--- config.mk ---
export PLATFORM = sky130hd
export DESIGN_NAME = rac_top
export DESIGN_NICKNAME = d
export VERILOG_FILES = /design/src/design/rac_region_match.v /design/src/design/rac_valid_mem.v /design/src/design/rac_top.v
export VERILOG_INCLUDE_DIRS = /design/src /design/src/design
export SDC_FILE = /design/constraint.sdc
export NUM_CORES = 1
export LEC_CHECK = 0
export ABC_AREA = 1
export ABC_CLOCK_PERIOD_IN_PS = 3600
export BUFFER_PORTS_ARGS = -buffer_cell sky130_fd_sc_hd__buf_4
export CORE_MARGIN = 5
export CORE_UTILIZATION = 50
export DETAILED_ROUTE_END_ITERATION = 7
export PLACE_DENSITY = 0.77
export SKIP_CTS_REPAIR_TIMING = 1
export SLEW_MARGIN = 40
export SYNTH_ARGS = -nofsm -noshare
export SYNTH_HDL_FRONTEND = slang
export SYNTH_SLANG_ARGS = --single-unit
--- constraint.sdc ---
create_clock -name ref_clk -period 3.6 [get_ports ref_clk]
set_input_delay 0.36 -clock ref_clk [delete_from_list [all_inputs] [get_ports ref_clk]]
set_output_delay 0.36 -clock ref_clk [all_outputs]
set_load 0.005 [all_outputs]
--- src/design/rac_defines.vh ---
// Constants for the region attribute matcher and cache maintenance block.
`ifndef RAC_DEFINES_VH
`define RAC_DEFINES_VH

// ----------------------------------------------------------------------------
// Control register select codes on the control-move port
// ----------------------------------------------------------------------------
`define RAC_SEL_W 3
`define RAC_SEL_CACHE_CTL 3'h0
`define RAC_SEL_DATA_REGION_0 3'h1
`define RAC_SEL_DATA_REGION_1 3'h2
`define RAC_SEL_INSTR_REGION_0 3'h3
`define RAC_SEL_INSTR_REGION_1 3'h4

// ----------------------------------------------------------------------------
// Region register fields
// ----------------------------------------------------------------------------
`define RAC_RGN_BASE_HI 31
`define RAC_RGN_BASE_LO 24
`define RAC_RGN_MASK_HI 23
`define RAC_RGN_MASK_LO 16
`define RAC_RGN_ENABLE 15
`define RAC_RGN_PRIV_HI 14
`define RAC_RGN_PRIV_LO 13
`define RAC_RGN_MODE_HI 6
`define RAC_RGN_MODE_LO 5
`define RAC_RGN_WPROT 2
`define RAC_RGN_RESET 32'h0000_0000
`define RAC_DATA_RGN_KEEP 32'hffff_e064
`define RAC_INSTR_RGN_KEEP 32'hffff_e060
`define RAC_PRIV_USER 2'h0
`define RAC_PRIV_SUPER 2'h1
`define RAC_PRIV_ANY_BIT 1

// ----------------------------------------------------------------------------
// Cache mode encodings
// ----------------------------------------------------------------------------
`define RAC_MODE_WTHRU 2'h0
`define RAC_MODE_COPYBACK 2'h1
`define RAC_MODE_UNC_PRECISE 2'h2
`define RAC_MODE_UNC_IMPRECISE 2'h3

// ----------------------------------------------------------------------------
// Cache control register fields
// ----------------------------------------------------------------------------
`define RAC_CC_DATA_ON 31
`define RAC_CC_DATA_KEEP_VALID 28
`define RAC_CC_DATA_DEF_HI 26
`define RAC_CC_DATA_DEF_LO 25
`define RAC_CC_DATA_INV_ALL 24
`define RAC_CC_INSTR_ON 15
`define RAC_CC_INSTR_KEEP_VALID 12
`define RAC_CC_INSTR_DEF_MODE 10
`define RAC_CC_INSTR_INV_ALL 8
`define RAC_CC_KEEP 32'h9f00_9500
`define RAC_CC_RESET 32'h0000_0000

// ----------------------------------------------------------------------------
// Cache directory geometry and push operand layout
// ----------------------------------------------------------------------------
`define RAC_D_IDX_W 9
`define RAC_I_IDX_W 10
`define RAC_D_LINES 9'h1ff
`define RAC_I_LINES 10'h3ff
`define RAC_D_SET_HI 10
`define RAC_I_SET_HI 11
`define RAC_SET_LO 4
`define RAC_WAY_HI 1
`define RAC_WAY_LO 0

// ----------------------------------------------------------------------------
// Maintenance sequencer states
// ----------------------------------------------------------------------------
`define RAC_ST_W 2
`define RAC_ST_IDLE 2'h0
`define RAC_ST_PUSH 2'h1
`define RAC_ST_DINV 2'h2
`define RAC_ST_IINV 2'h3

`endif

--- src/design/rac_region_match.v ---
// One region attribute register comparator.
`timescale 1ns/1ps
`include "rac_defines.vh"

module rac_region_match (
  input wire [31:0] region_attr_reg,
  input wire [7:0] addr_hi,
  input wire acc_super,
  output wire match,
  output wire [1:0] cache_mode_field,
  output wire wprot
);

  wire [7:0] base;
  wire [7:0] mask;
  wire [1:0] priv;
  wire priv_ok;

  // ----------------------------------------------------------------------------
  // Field extraction and comparison
  // ----------------------------------------------------------------------------
  assign base = region_attr_reg[`RAC_RGN_BASE_HI:`RAC_RGN_BASE_LO];
  assign mask = region_attr_reg[`RAC_RGN_MASK_HI:`RAC_RGN_MASK_LO];
  assign priv = region_attr_reg[`RAC_RGN_PRIV_HI:`RAC_RGN_PRIV_LO];

  // Filter 1x ignores privilege; 00 user only; 01 supervisor only.
  assign priv_ok = priv[`RAC_PRIV_ANY_BIT] | (priv == `RAC_PRIV_SUPER ? acc_super : ~acc_super);

  // Masked bits drop out of the compare, so one register can cover several regions.
  assign match = region_attr_reg[`RAC_RGN_ENABLE] & priv_ok & (((base ^ addr_hi) & ~mask) == 8'h00);
  assign cache_mode_field = region_attr_reg[`RAC_RGN_MODE_HI:`RAC_RGN_MODE_LO];
  assign wprot = region_attr_reg[`RAC_RGN_WPROT];

endmodule // rac_region_match

--- src/design/rac_valid_mem.v ---
// Line valid-bit array for one cache directory, registered read port.
`timescale 1ns/1ps

module rac_valid_mem #(
  parameter ADDR_W = 9
) (
  input wire ref_clk,
  input wire ce,
  input wire wr_en,
  input wire [ADDR_W-1:0] wr_addr,
  input wire wr_data,
  input wire [ADDR_W-1:0] rd_addr,
  output reg rd_data
);

  reg mem [0:(1<<ADDR_W)-1];

  // ----------------------------------------------------------------------------
  // Storage
  // ----------------------------------------------------------------------------
  // No reset on purpose: line state must survive a hardware reset.
  always @(posedge ref_clk) begin
    if (ce) begin
      if (wr_en) begin
        mem[wr_addr] <= wr_data;
      end
      rd_data <= mem[rd_addr];
    end
  end

endmodule // rac_valid_mem

--- src/design/rac_top.v ---
// Region attribute matcher and cache maintenance sequencer.
`timescale 1ns/1ps
`include "rac_defines.vh"

module rac_top (
  input wire ref_clk,
  input wire rst_b,
  input wire ce,
  input wire ctl_wr,
  input wire ctl_rd,
  input wire [`RAC_SEL_W-1:0] ctl_sel,
  input wire [31:0] ctl_wdata,
  output reg [31:0] ctl_rdata,
  input wire acc_valid,
  input wire [31:0] acc_addr,
  input wire acc_instr,
  input wire acc_super,
  input wire acc_write,
  input wire onchip_ram_hit,
  output wire acc_stall,
  output reg res_valid,
  output reg res_region_hit,
  output reg [1:0] res_cache_mode,
  output reg res_write_fault,
  output reg res_cache_on,
  input wire push_req,
  input wire push_instr,
  input wire [31:0] push_operand_reg,
  output wire push_ready,
  output reg push_wb_valid,
  output reg [`RAC_D_IDX_W-1:0] push_wb_index,
  output reg push_done,
  input wire fill_valid,
  input wire fill_instr,
  input wire [`RAC_I_IDX_W-1:0] fill_index,
  output wire fill_ready,
  output wire data_cache_on,
  output wire instr_cache_on
);

  // ----------------------------------------------------------------------------
  // Registers and state
  // ----------------------------------------------------------------------------
  reg [31:0] cache_ctl_reg;
  reg [31:0] data_region_attr_0_reg;
  reg [31:0] data_region_attr_1_reg;
  reg [31:0] instr_region_attr_0_reg;
  reg [31:0] instr_region_attr_1_reg;
  reg [`RAC_ST_W-1:0] state_reg;
  reg [`RAC_I_IDX_W-1:0] inv_cnt_reg;
  reg push_instr_reg;
  reg [`RAC_I_IDX_W-1:0] push_idx_reg;

  wire [3:0] rgn_match;
  wire [1:0] rgn_mode [0:3];
  wire [3:0] rgn_wprot;
  wire [31:0] rgn_regs [0:3];
  wire d_rd_data;
  wire idle;
  wire inv_pending;
  wire ctl_take;
  wire push_take;
  wire fill_take;
  wire [`RAC_D_IDX_W-1:0] d_push_idx;
  wire [`RAC_I_IDX_W-1:0] i_push_idx;
  reg d_wr_en;
  reg [`RAC_D_IDX_W-1:0] d_wr_addr;
  reg d_wr_data;
  reg i_wr_en;
  reg [`RAC_I_IDX_W-1:0] i_wr_addr;
  reg i_wr_data;
  reg hit_next;
  reg [1:0] mode_next;
  reg fault_next;
  reg on_next;

  // ----------------------------------------------------------------------------
  // Region comparators, one per region register
  // ----------------------------------------------------------------------------
  assign rgn_regs[0] = data_region_attr_0_reg;
  assign rgn_regs[1] = data_region_attr_1_reg;
  assign rgn_regs[2] = instr_region_attr_0_reg;
  assign rgn_regs[3] = instr_region_attr_1_reg;

  genvar g;
  generate
    for (g = 0; g < 4; g = g + 1) begin : g_rgn
      rac_region_match u_match (
        .region_attr_reg(rgn_regs[g]),
        .addr_hi(acc_addr[`RAC_RGN_BASE_HI:`RAC_RGN_BASE_LO]),
        .acc_super(acc_super),
        .match(rgn_match[g]),
        .cache_mode_field(rgn_mode[g]),
        .wprot(rgn_wprot[g])
      );
    end
  endgenerate

  // ----------------------------------------------------------------------------
  // Handshake terms
  // ----------------------------------------------------------------------------
  assign idle = (state_reg == `RAC_ST_IDLE);
  assign inv_pending = cache_ctl_reg[`RAC_CC_DATA_INV_ALL] | cache_ctl_reg[`RAC_CC_INSTR_INV_ALL];
  // Local accesses wait while an invalidate-all is pending or running.
  assign acc_stall = inv_pending;
  // Control writes are refused during a whole-cache invalidate so the self-clear cannot race them.
  assign ctl_take = ce & ctl_wr & ~inv_pending;
  assign push_ready = idle & ~inv_pending;
  assign push_take = ce & push_req & push_ready;
  assign fill_ready = idle & ~inv_pending & ~push_req;
  assign fill_take = ce & fill_valid & fill_ready;
  // Cache enables only gate service; maintenance never looks at them.
  assign data_cache_on = cache_ctl_reg[`RAC_CC_DATA_ON];
  assign instr_cache_on = cache_ctl_reg[`RAC_CC_INSTR_ON];

  // The operand is a directory index, not an address; upper bits are ignored.
  assign d_push_idx = {push_operand_reg[`RAC_D_SET_HI:`RAC_SET_LO],
                       push_operand_reg[`RAC_WAY_HI:`RAC_WAY_LO]};
  assign i_push_idx = {push_operand_reg[`RAC_I_SET_HI:`RAC_SET_LO],
                       push_operand_reg[`RAC_WAY_HI:`RAC_WAY_LO]};

  // ----------------------------------------------------------------------------
  // Attribute lookup, resolved combinationally in the access cycle
  // ----------------------------------------------------------------------------
  always @* begin
    hit_next = 1'b0;
    mode_next = `RAC_MODE_WTHRU;
    fault_next = 1'b0;
    on_next = 1'b0;
    if (acc_instr) begin
      on_next = instr_cache_on;
      if (rgn_match[2]) begin
        hit_next = 1'b1;
        mode_next = rgn_mode[2];
      end else if (rgn_match[3]) begin
        hit_next = 1'b1;
        mode_next = rgn_mode[3];
      end else if (!onchip_ram_hit) begin
        mode_next = cache_ctl_reg[`RAC_CC_INSTR_DEF_MODE] ? `RAC_MODE_UNC_PRECISE : `RAC_MODE_WTHRU;
      end
    end else begin
      on_next = data_cache_on;
      if (rgn_match[0]) begin
        hit_next = 1'b1;
        mode_next = rgn_mode[0];
        fault_next = acc_write & rgn_wprot[0];
      end else if (rgn_match[1]) begin
        hit_next = 1'b1;
        mode_next = rgn_mode[1];
        fault_next = acc_write & rgn_wprot[1];
      end else begin
        mode_next = cache_ctl_reg[`RAC_CC_DATA_DEF_HI:`RAC_CC_DATA_DEF_LO];
      end
    end
  end

  // Result is captured at the end of the access cycle; one stage keeps outputs clean.
  always @(posedge ref_clk or negedge rst_b) begin
    if (!rst_b) begin
      res_valid <= 1'b0;
      res_region_hit <= 1'b0;
      res_cache_mode <= `RAC_MODE_WTHRU;
      res_write_fault <= 1'b0;
      res_cache_on <= 1'b0;
    end else if (ce) begin
      res_valid <= acc_valid & ~acc_stall;
      res_region_hit <= hit_next;
      res_cache_mode <= mode_next;
      res_write_fault <= fault_next;
      res_cache_on <= on_next;
    end
  end

  // ----------------------------------------------------------------------------
  // Control register reads
  // ----------------------------------------------------------------------------
  always @(posedge ref_clk or negedge rst_b) begin
    if (!rst_b) begin
      ctl_rdata <= 32'h0000_0000;
    end else if (ce && ctl_rd) begin
      case (ctl_sel)
        `RAC_SEL_CACHE_CTL: ctl_rdata <= cache_ctl_reg;
        `RAC_SEL_DATA_REGION_0: ctl_rdata <= data_region_attr_0_reg;
        `RAC_SEL_DATA_REGION_1: ctl_rdata <= data_region_attr_1_reg;
        `RAC_SEL_INSTR_REGION_0: ctl_rdata <= instr_region_attr_0_reg;
        `RAC_SEL_INSTR_REGION_1: ctl_rdata <= instr_region_attr_1_reg;
        default: ctl_rdata <= 32'h0000_0000;
      endcase
    end
  end

  // ----------------------------------------------------------------------------
  // Region registers; reserved bits are never stored so they read zero
  // ----------------------------------------------------------------------------
  always @(posedge ref_clk or negedge rst_b) begin
    if (!rst_b) begin
      data_region_attr_0_reg <= `RAC_RGN_RESET;
      data_region_attr_1_reg <= `RAC_RGN_RESET;
      instr_region_attr_0_reg <= `RAC_RGN_RESET;
      instr_region_attr_1_reg <= `RAC_RGN_RESET;
    end else if (ctl_take) begin
      case (ctl_sel)
        `RAC_SEL_DATA_REGION_0: data_region_attr_0_reg <= ctl_wdata & `RAC_DATA_RGN_KEEP;
        `RAC_SEL_DATA_REGION_1: data_region_attr_1_reg <= ctl_wdata & `RAC_DATA_RGN_KEEP;
        `RAC_SEL_INSTR_REGION_0: instr_region_attr_0_reg <= ctl_wdata & `RAC_INSTR_RGN_KEEP;
        `RAC_SEL_INSTR_REGION_1: instr_region_attr_1_reg <= ctl_wdata & `RAC_INSTR_RGN_KEEP;
        default: data_region_attr_0_reg <= data_region_attr_0_reg;
      endcase
    end
  end

  // ----------------------------------------------------------------------------
  // Cache control register and maintenance sequencer
  // ----------------------------------------------------------------------------
  // Reset clears this register and the sequencer state; the valid arrays have no reset at all.
  always @(posedge ref_clk or negedge rst_b) begin
    if (!rst_b) begin
      cache_ctl_reg <= `RAC_CC_RESET;
      state_reg <= `RAC_ST_IDLE;
      inv_cnt_reg <= {`RAC_I_IDX_W{1'b0}};
      push_instr_reg <= 1'b0;
      push_idx_reg <= {`RAC_I_IDX_W{1'b0}};
      push_wb_valid <= 1'b0;
      push_wb_index <= {`RAC_D_IDX_W{1'b0}};
      push_done <= 1'b0;
    end else if (ce) begin
      push_wb_valid <= 1'b0;
      push_done <= 1'b0;
      if (ctl_take && ctl_sel == `RAC_SEL_CACHE_CTL) begin
        cache_ctl_reg <= ctl_wdata & `RAC_CC_KEEP;
      end
      case (state_reg)
        `RAC_ST_IDLE: begin
          // Invalidate-all runs regardless of the enable bits.
          if (cache_ctl_reg[`RAC_CC_DATA_INV_ALL]) begin
            state_reg <= `RAC_ST_DINV;
            inv_cnt_reg <= {`RAC_I_IDX_W{1'b0}};
          end else if (cache_ctl_reg[`RAC_CC_INSTR_INV_ALL]) begin
            state_reg <= `RAC_ST_IINV;
            inv_cnt_reg <= {`RAC_I_IDX_W{1'b0}};
          end else if (push_take) begin
            state_reg <= `RAC_ST_PUSH;
            push_instr_reg <= push_instr;
            push_idx_reg <= push_instr ? i_push_idx : {1'b0, d_push_idx};
          end
        end
        `RAC_ST_PUSH: begin
          // Only data lines can hold anything to write back.
          push_wb_valid <= ~push_instr_reg & d_rd_data;
          push_wb_index <= push_idx_reg[`RAC_D_IDX_W-1:0];
          push_done <= 1'b1;
          state_reg <= `RAC_ST_IDLE;
        end
        `RAC_ST_DINV: begin
          inv_cnt_reg <= inv_cnt_reg + 10'h001;
          if (inv_cnt_reg[`RAC_D_IDX_W-1:0] == `RAC_D_LINES) begin
            cache_ctl_reg[`RAC_CC_DATA_INV_ALL] <= 1'b0;
            state_reg <= `RAC_ST_IDLE;
          end
        end
        `RAC_ST_IINV: begin
          inv_cnt_reg <= inv_cnt_reg + 10'h001;
          if (inv_cnt_reg == `RAC_I_LINES) begin
            cache_ctl_reg[`RAC_CC_INSTR_INV_ALL] <= 1'b0;
            state_reg <= `RAC_ST_IDLE;
          end
        end
        default: state_reg <= `RAC_ST_IDLE;
      endcase
    end
  end

  // ----------------------------------------------------------------------------
  // Valid-array write steering: invalidate sweep, push clear, line fill
  // ----------------------------------------------------------------------------
  always @* begin
    d_wr_en = 1'b0;
    d_wr_addr = push_idx_reg[`RAC_D_IDX_W-1:0];
    d_wr_data = 1'b0;
    i_wr_en = 1'b0;
    i_wr_addr = push_idx_reg;
    i_wr_data = 1'b0;
    if (state_reg == `RAC_ST_DINV) begin
      d_wr_en = 1'b1;
      d_wr_addr = inv_cnt_reg[`RAC_D_IDX_W-1:0];
    end else if (state_reg == `RAC_ST_IINV) begin
      i_wr_en = 1'b1;
      i_wr_addr = inv_cnt_reg;
    end else if (state_reg == `RAC_ST_PUSH) begin
      d_wr_en = ~push_instr_reg & ~cache_ctl_reg[`RAC_CC_DATA_KEEP_VALID];
      i_wr_en = push_instr_reg & ~cache_ctl_reg[`RAC_CC_INSTR_KEEP_VALID];
    end else if (fill_take) begin
      d_wr_en = ~fill_instr;
      d_wr_addr = fill_index[`RAC_D_IDX_W-1:0];
      d_wr_data = 1'b1;
      i_wr_en = fill_instr;
      i_wr_addr = fill_index;
      i_wr_data = 1'b1;
    end
  end

  // ----------------------------------------------------------------------------
  // Directory valid arrays
  // ----------------------------------------------------------------------------
  rac_valid_mem #(
    .ADDR_W(`RAC_D_IDX_W)
  ) u_data_valid (
    .ref_clk(ref_clk),
    .ce(ce),
    .wr_en(d_wr_en),
    .wr_addr(d_wr_addr),
    .wr_data(d_wr_data),
    .rd_addr(d_push_idx),
    .rd_data(d_rd_data)
  );

  // Instruction lines never hold anything to write back, so their read port is left open.
  rac_valid_mem #(
    .ADDR_W(`RAC_I_IDX_W)
  ) u_instr_valid (
    .ref_clk(ref_clk),
    .ce(ce),
    .wr_en(i_wr_en),
    .wr_addr(i_wr_addr),
    .wr_data(i_wr_data),
    .rd_addr(i_push_idx),
    .rd_data()
  );

endmodule // rac_top

==> metrics.cfg <==
[placed_design]
dp_hpwl_um=44200
numPortBuffers=114
dpl_cell_area_um2=32400
gp_congestion=0.887
post-place-ws_ns=0.502

[die]
ios=177
die_w_um=259
die_area_um2=67100
rows=91
core_region_area_um2=61600
die_h_um=259
initial_utilization=0.504

[flow_run]
cap_violations=0

[power]
ir_drop_mv=0.520
p_leak_nw=13.1
power_density_nw_per_um2=573
power_mw=19.9

[timing]
fin_ws_ns=0.379
drv_slew=0
slew_headroom=0.402
clock_skew_ns=0.0342
final-setup-viol-count=0
tightest_slew_ns=0.897
tns_ns=0
rsz0062_at_grt=false
post-route-period-util=0.895
fmax_mhz=310
layout_min_cycle_time_ns=3.22
hold_violations=0

[grt]
grt_max_degree=171
grt-ovfl-total=0
antenna_found_initial=2
grt_first_pass_wirelength_um=123000
grt_pass1_vias=22200
track_usage=0.233

[critical_path]
rr_startpoint=state_reg[1]
startpoint_type=register
rrSetupSlack_ns=0.38
worstRegToRegCells=11
cp-endpoint=u_data_valid.mem[245]
cp.required_ns=3.92
criticalPathCategory=register to register
worst_setup_path_end_kind=register
timing.rr.end=u_data_valid.mem[245]
arrival_ns=3.54
path_max_fanout=16
setup.worst_path.start=state_reg[1]

[drt]
wirelength_um=80700
drt_iter0_drc=3188
post_drt_via_cell_ratio=5.72
drc=0
wl_per_cell_um=19.5
ant_nets=0
dr_total_vias=23600
drt-pass1-iter-count=6

[cts]
htree_levels=3
insertion_delay_ns=0.63
numCtsBuffers=71
cts_tree=done
cts.clk_slew.worst_paths_ns=0.06
cts_buffer_depth=3
cts_root_buf=clkbuf_16
cts.sinks=673

[finish]
drive_above_1_share=0.125
largest_reg_flops=512
n_antenna_cell=0
finalNetCount=3373
top_regs=u_data_valid.mem x512, ctl_rdata x25
final_area_um2=34800
largest_register=u_data_valid.mem
syn_to_final_growth_pct=12.1

[synthesis]
synth_seq_area_share=0.626
syn-instance-count=3235
ys.flop_type=edfxtp_1
postSynth.asyncResetShare=0.238
ys_ff_latch=673
synth_edf_count=513
synthesis.area_um2=31000
synth_cell_types=51
syn_area_per_cell_um2=9.59
ys_warn_count=0

[status]
status=finished, final reports clean

[min_path]
hold_class=primary input to register

final cells by class:
cell class                 instances  area [um2]
clock buffer                      88        1870
clock inverter                    36         402
fill                            5182       26800
inverter                          96         383
multi-input combinational       2235       10100
sequential                       673       19400
tap                              837        1050
timing repair buffer             171        1520
synthesized netlist by cell type, types with 9 or more instances:
cell type | number | share of area
o21ai_0 | 165 | 0.027
nand4_1 | 9 | 0.0018
clkbuf_1 | 137 | 0.017
nor2_2 | 90 | 0.018
a221oi_1 | 15 | 0.0042
buf_6 | 25 | 0.0091
nor2_1 | 470 | 0.057
xnor2_1 | 13 | 0.0037
edfxtp_1 | 513 | 0.50
nand3_1 | 513 | 0.083
inv_1 | 83 | 0.010
a21oi_1 | 29 | 0.0047
nand2_1 | 841 | 0.10
o211ai_1 | 10 | 0.0024
buf_2 | 48 | 0.0077
buf_1 | 19 | 0.0023
dfrtp_1 | 160 | 0.13
power by group:
part | internal [mW] | total (mW) | switching (mW)
clock network | 4.15 | 7.23 | 3.07
logic | 0.948 | 3.52 | 2.58
registers | 8.83 | 9.18 | 0.352
total | 13.9 | 19.9 | 6.00
critical path, stage by stage (launching register included):
cell and delay [ns]:
dfrtp_1 0.51, nor2_4 0.17, nand2_2 0.08, nor2_4 0.14, nand3_4 0.15, clkinv_8 0.14
nand2_1 0.06, o211ai_1 0.11, o21ai_2 0.17, nor2_2 0.55, nand2_1 0.54, nor2_1 0.29
cell usage in the layout, fill, tap and decap left out, types with 5 or more instances in the layout:
master	instances
nand2_1	832
nand3_1	513
edfxtp_1	513
nor2_1	470
o21ai_0	165
dfrtp_1	160
buf_4	147
nor2_2	90
inv_1	81
clkbuf_16	71
a21oi_1	29
a221oi_1	15
buf_12	15
clkinv_1	14
clkbuf_1	14
xnor2_1	13
nand2_2	11
o211ai_1	10
inv_2	9
nand4_1	9
o21ai_2	8
nand2_4	8
a22o_1	7
conb_1	7
nor2_4	6
clkinv_2	6
bufinv_16	6
inv_6	5
clkbuf_8	5
dlygate4sd3_1	5
logic make-up (layout without fill, tap and decap cells):
| kind of cell | Yosys count | in the layout | share of synthesized area |
|---|---|---|---|
| fa+ha+maj | 2 | 2 | 0.000806 |
| other cells | 1 | 7 | 0.000121 |
| simple gates | 1953 | 1953 | 0.271 |
| flops | 673 | 673 | 0.626 |
| compound gates | 256 | 256 | 0.0484 |
| buf+inv | 333 | 391 | 0.0496 |
| mux | 1 | 1 | 0.000363 |
| xor+xnor | 16 | 16 | 0.00452 |
metrics by stage:
| stage | hold WS, ns | utilization | std cells |
|---|---|---|---|
| after floorplan | 0.0644 | - | 3241 |
| after global placement | 0.391 | 0.526 | 4006 |
| after detailed placement | 0.396 | 0.527 | 4007 |
| after CTS | -0.271 | 0.564 | 4131 |
| after global routing | 0.0370 | 0.564 | 4136 |
| final | 0.0302 | 0.564 | 4136 |
worst min path at each step:
stage                            start                   endpoint  slack [ns]  cells past startpoint
after floorplan                  rst_b          cache_ctl_reg[10]        0.06                      0
after global placement           rst_b              ctl_rdata[30]        0.39                      1
after detailed placement         rst_b              ctl_rdata[30]        0.40                      1
after CTS                        rst_b              ctl_rdata[30]       -0.27                      1
after global routing         acc_instr               res_cache_on        0.04                      3
final                     ctl_wdata[2]  data_region_attr_0_reg[2]        0.03                      3
routing by layer:
metal  vias up  wire length, um  global-route usage  share of wire
met4         4             2710              0.0893          0.034
met1     11300            31400               0.318           0.39
li1      10900                -                   -              -
met2      1275            37800               0.371           0.47
met3       202             8720              0.0505           0.11
met5         -               27                   0        0.00033
(Power assumes the default switching activity.)
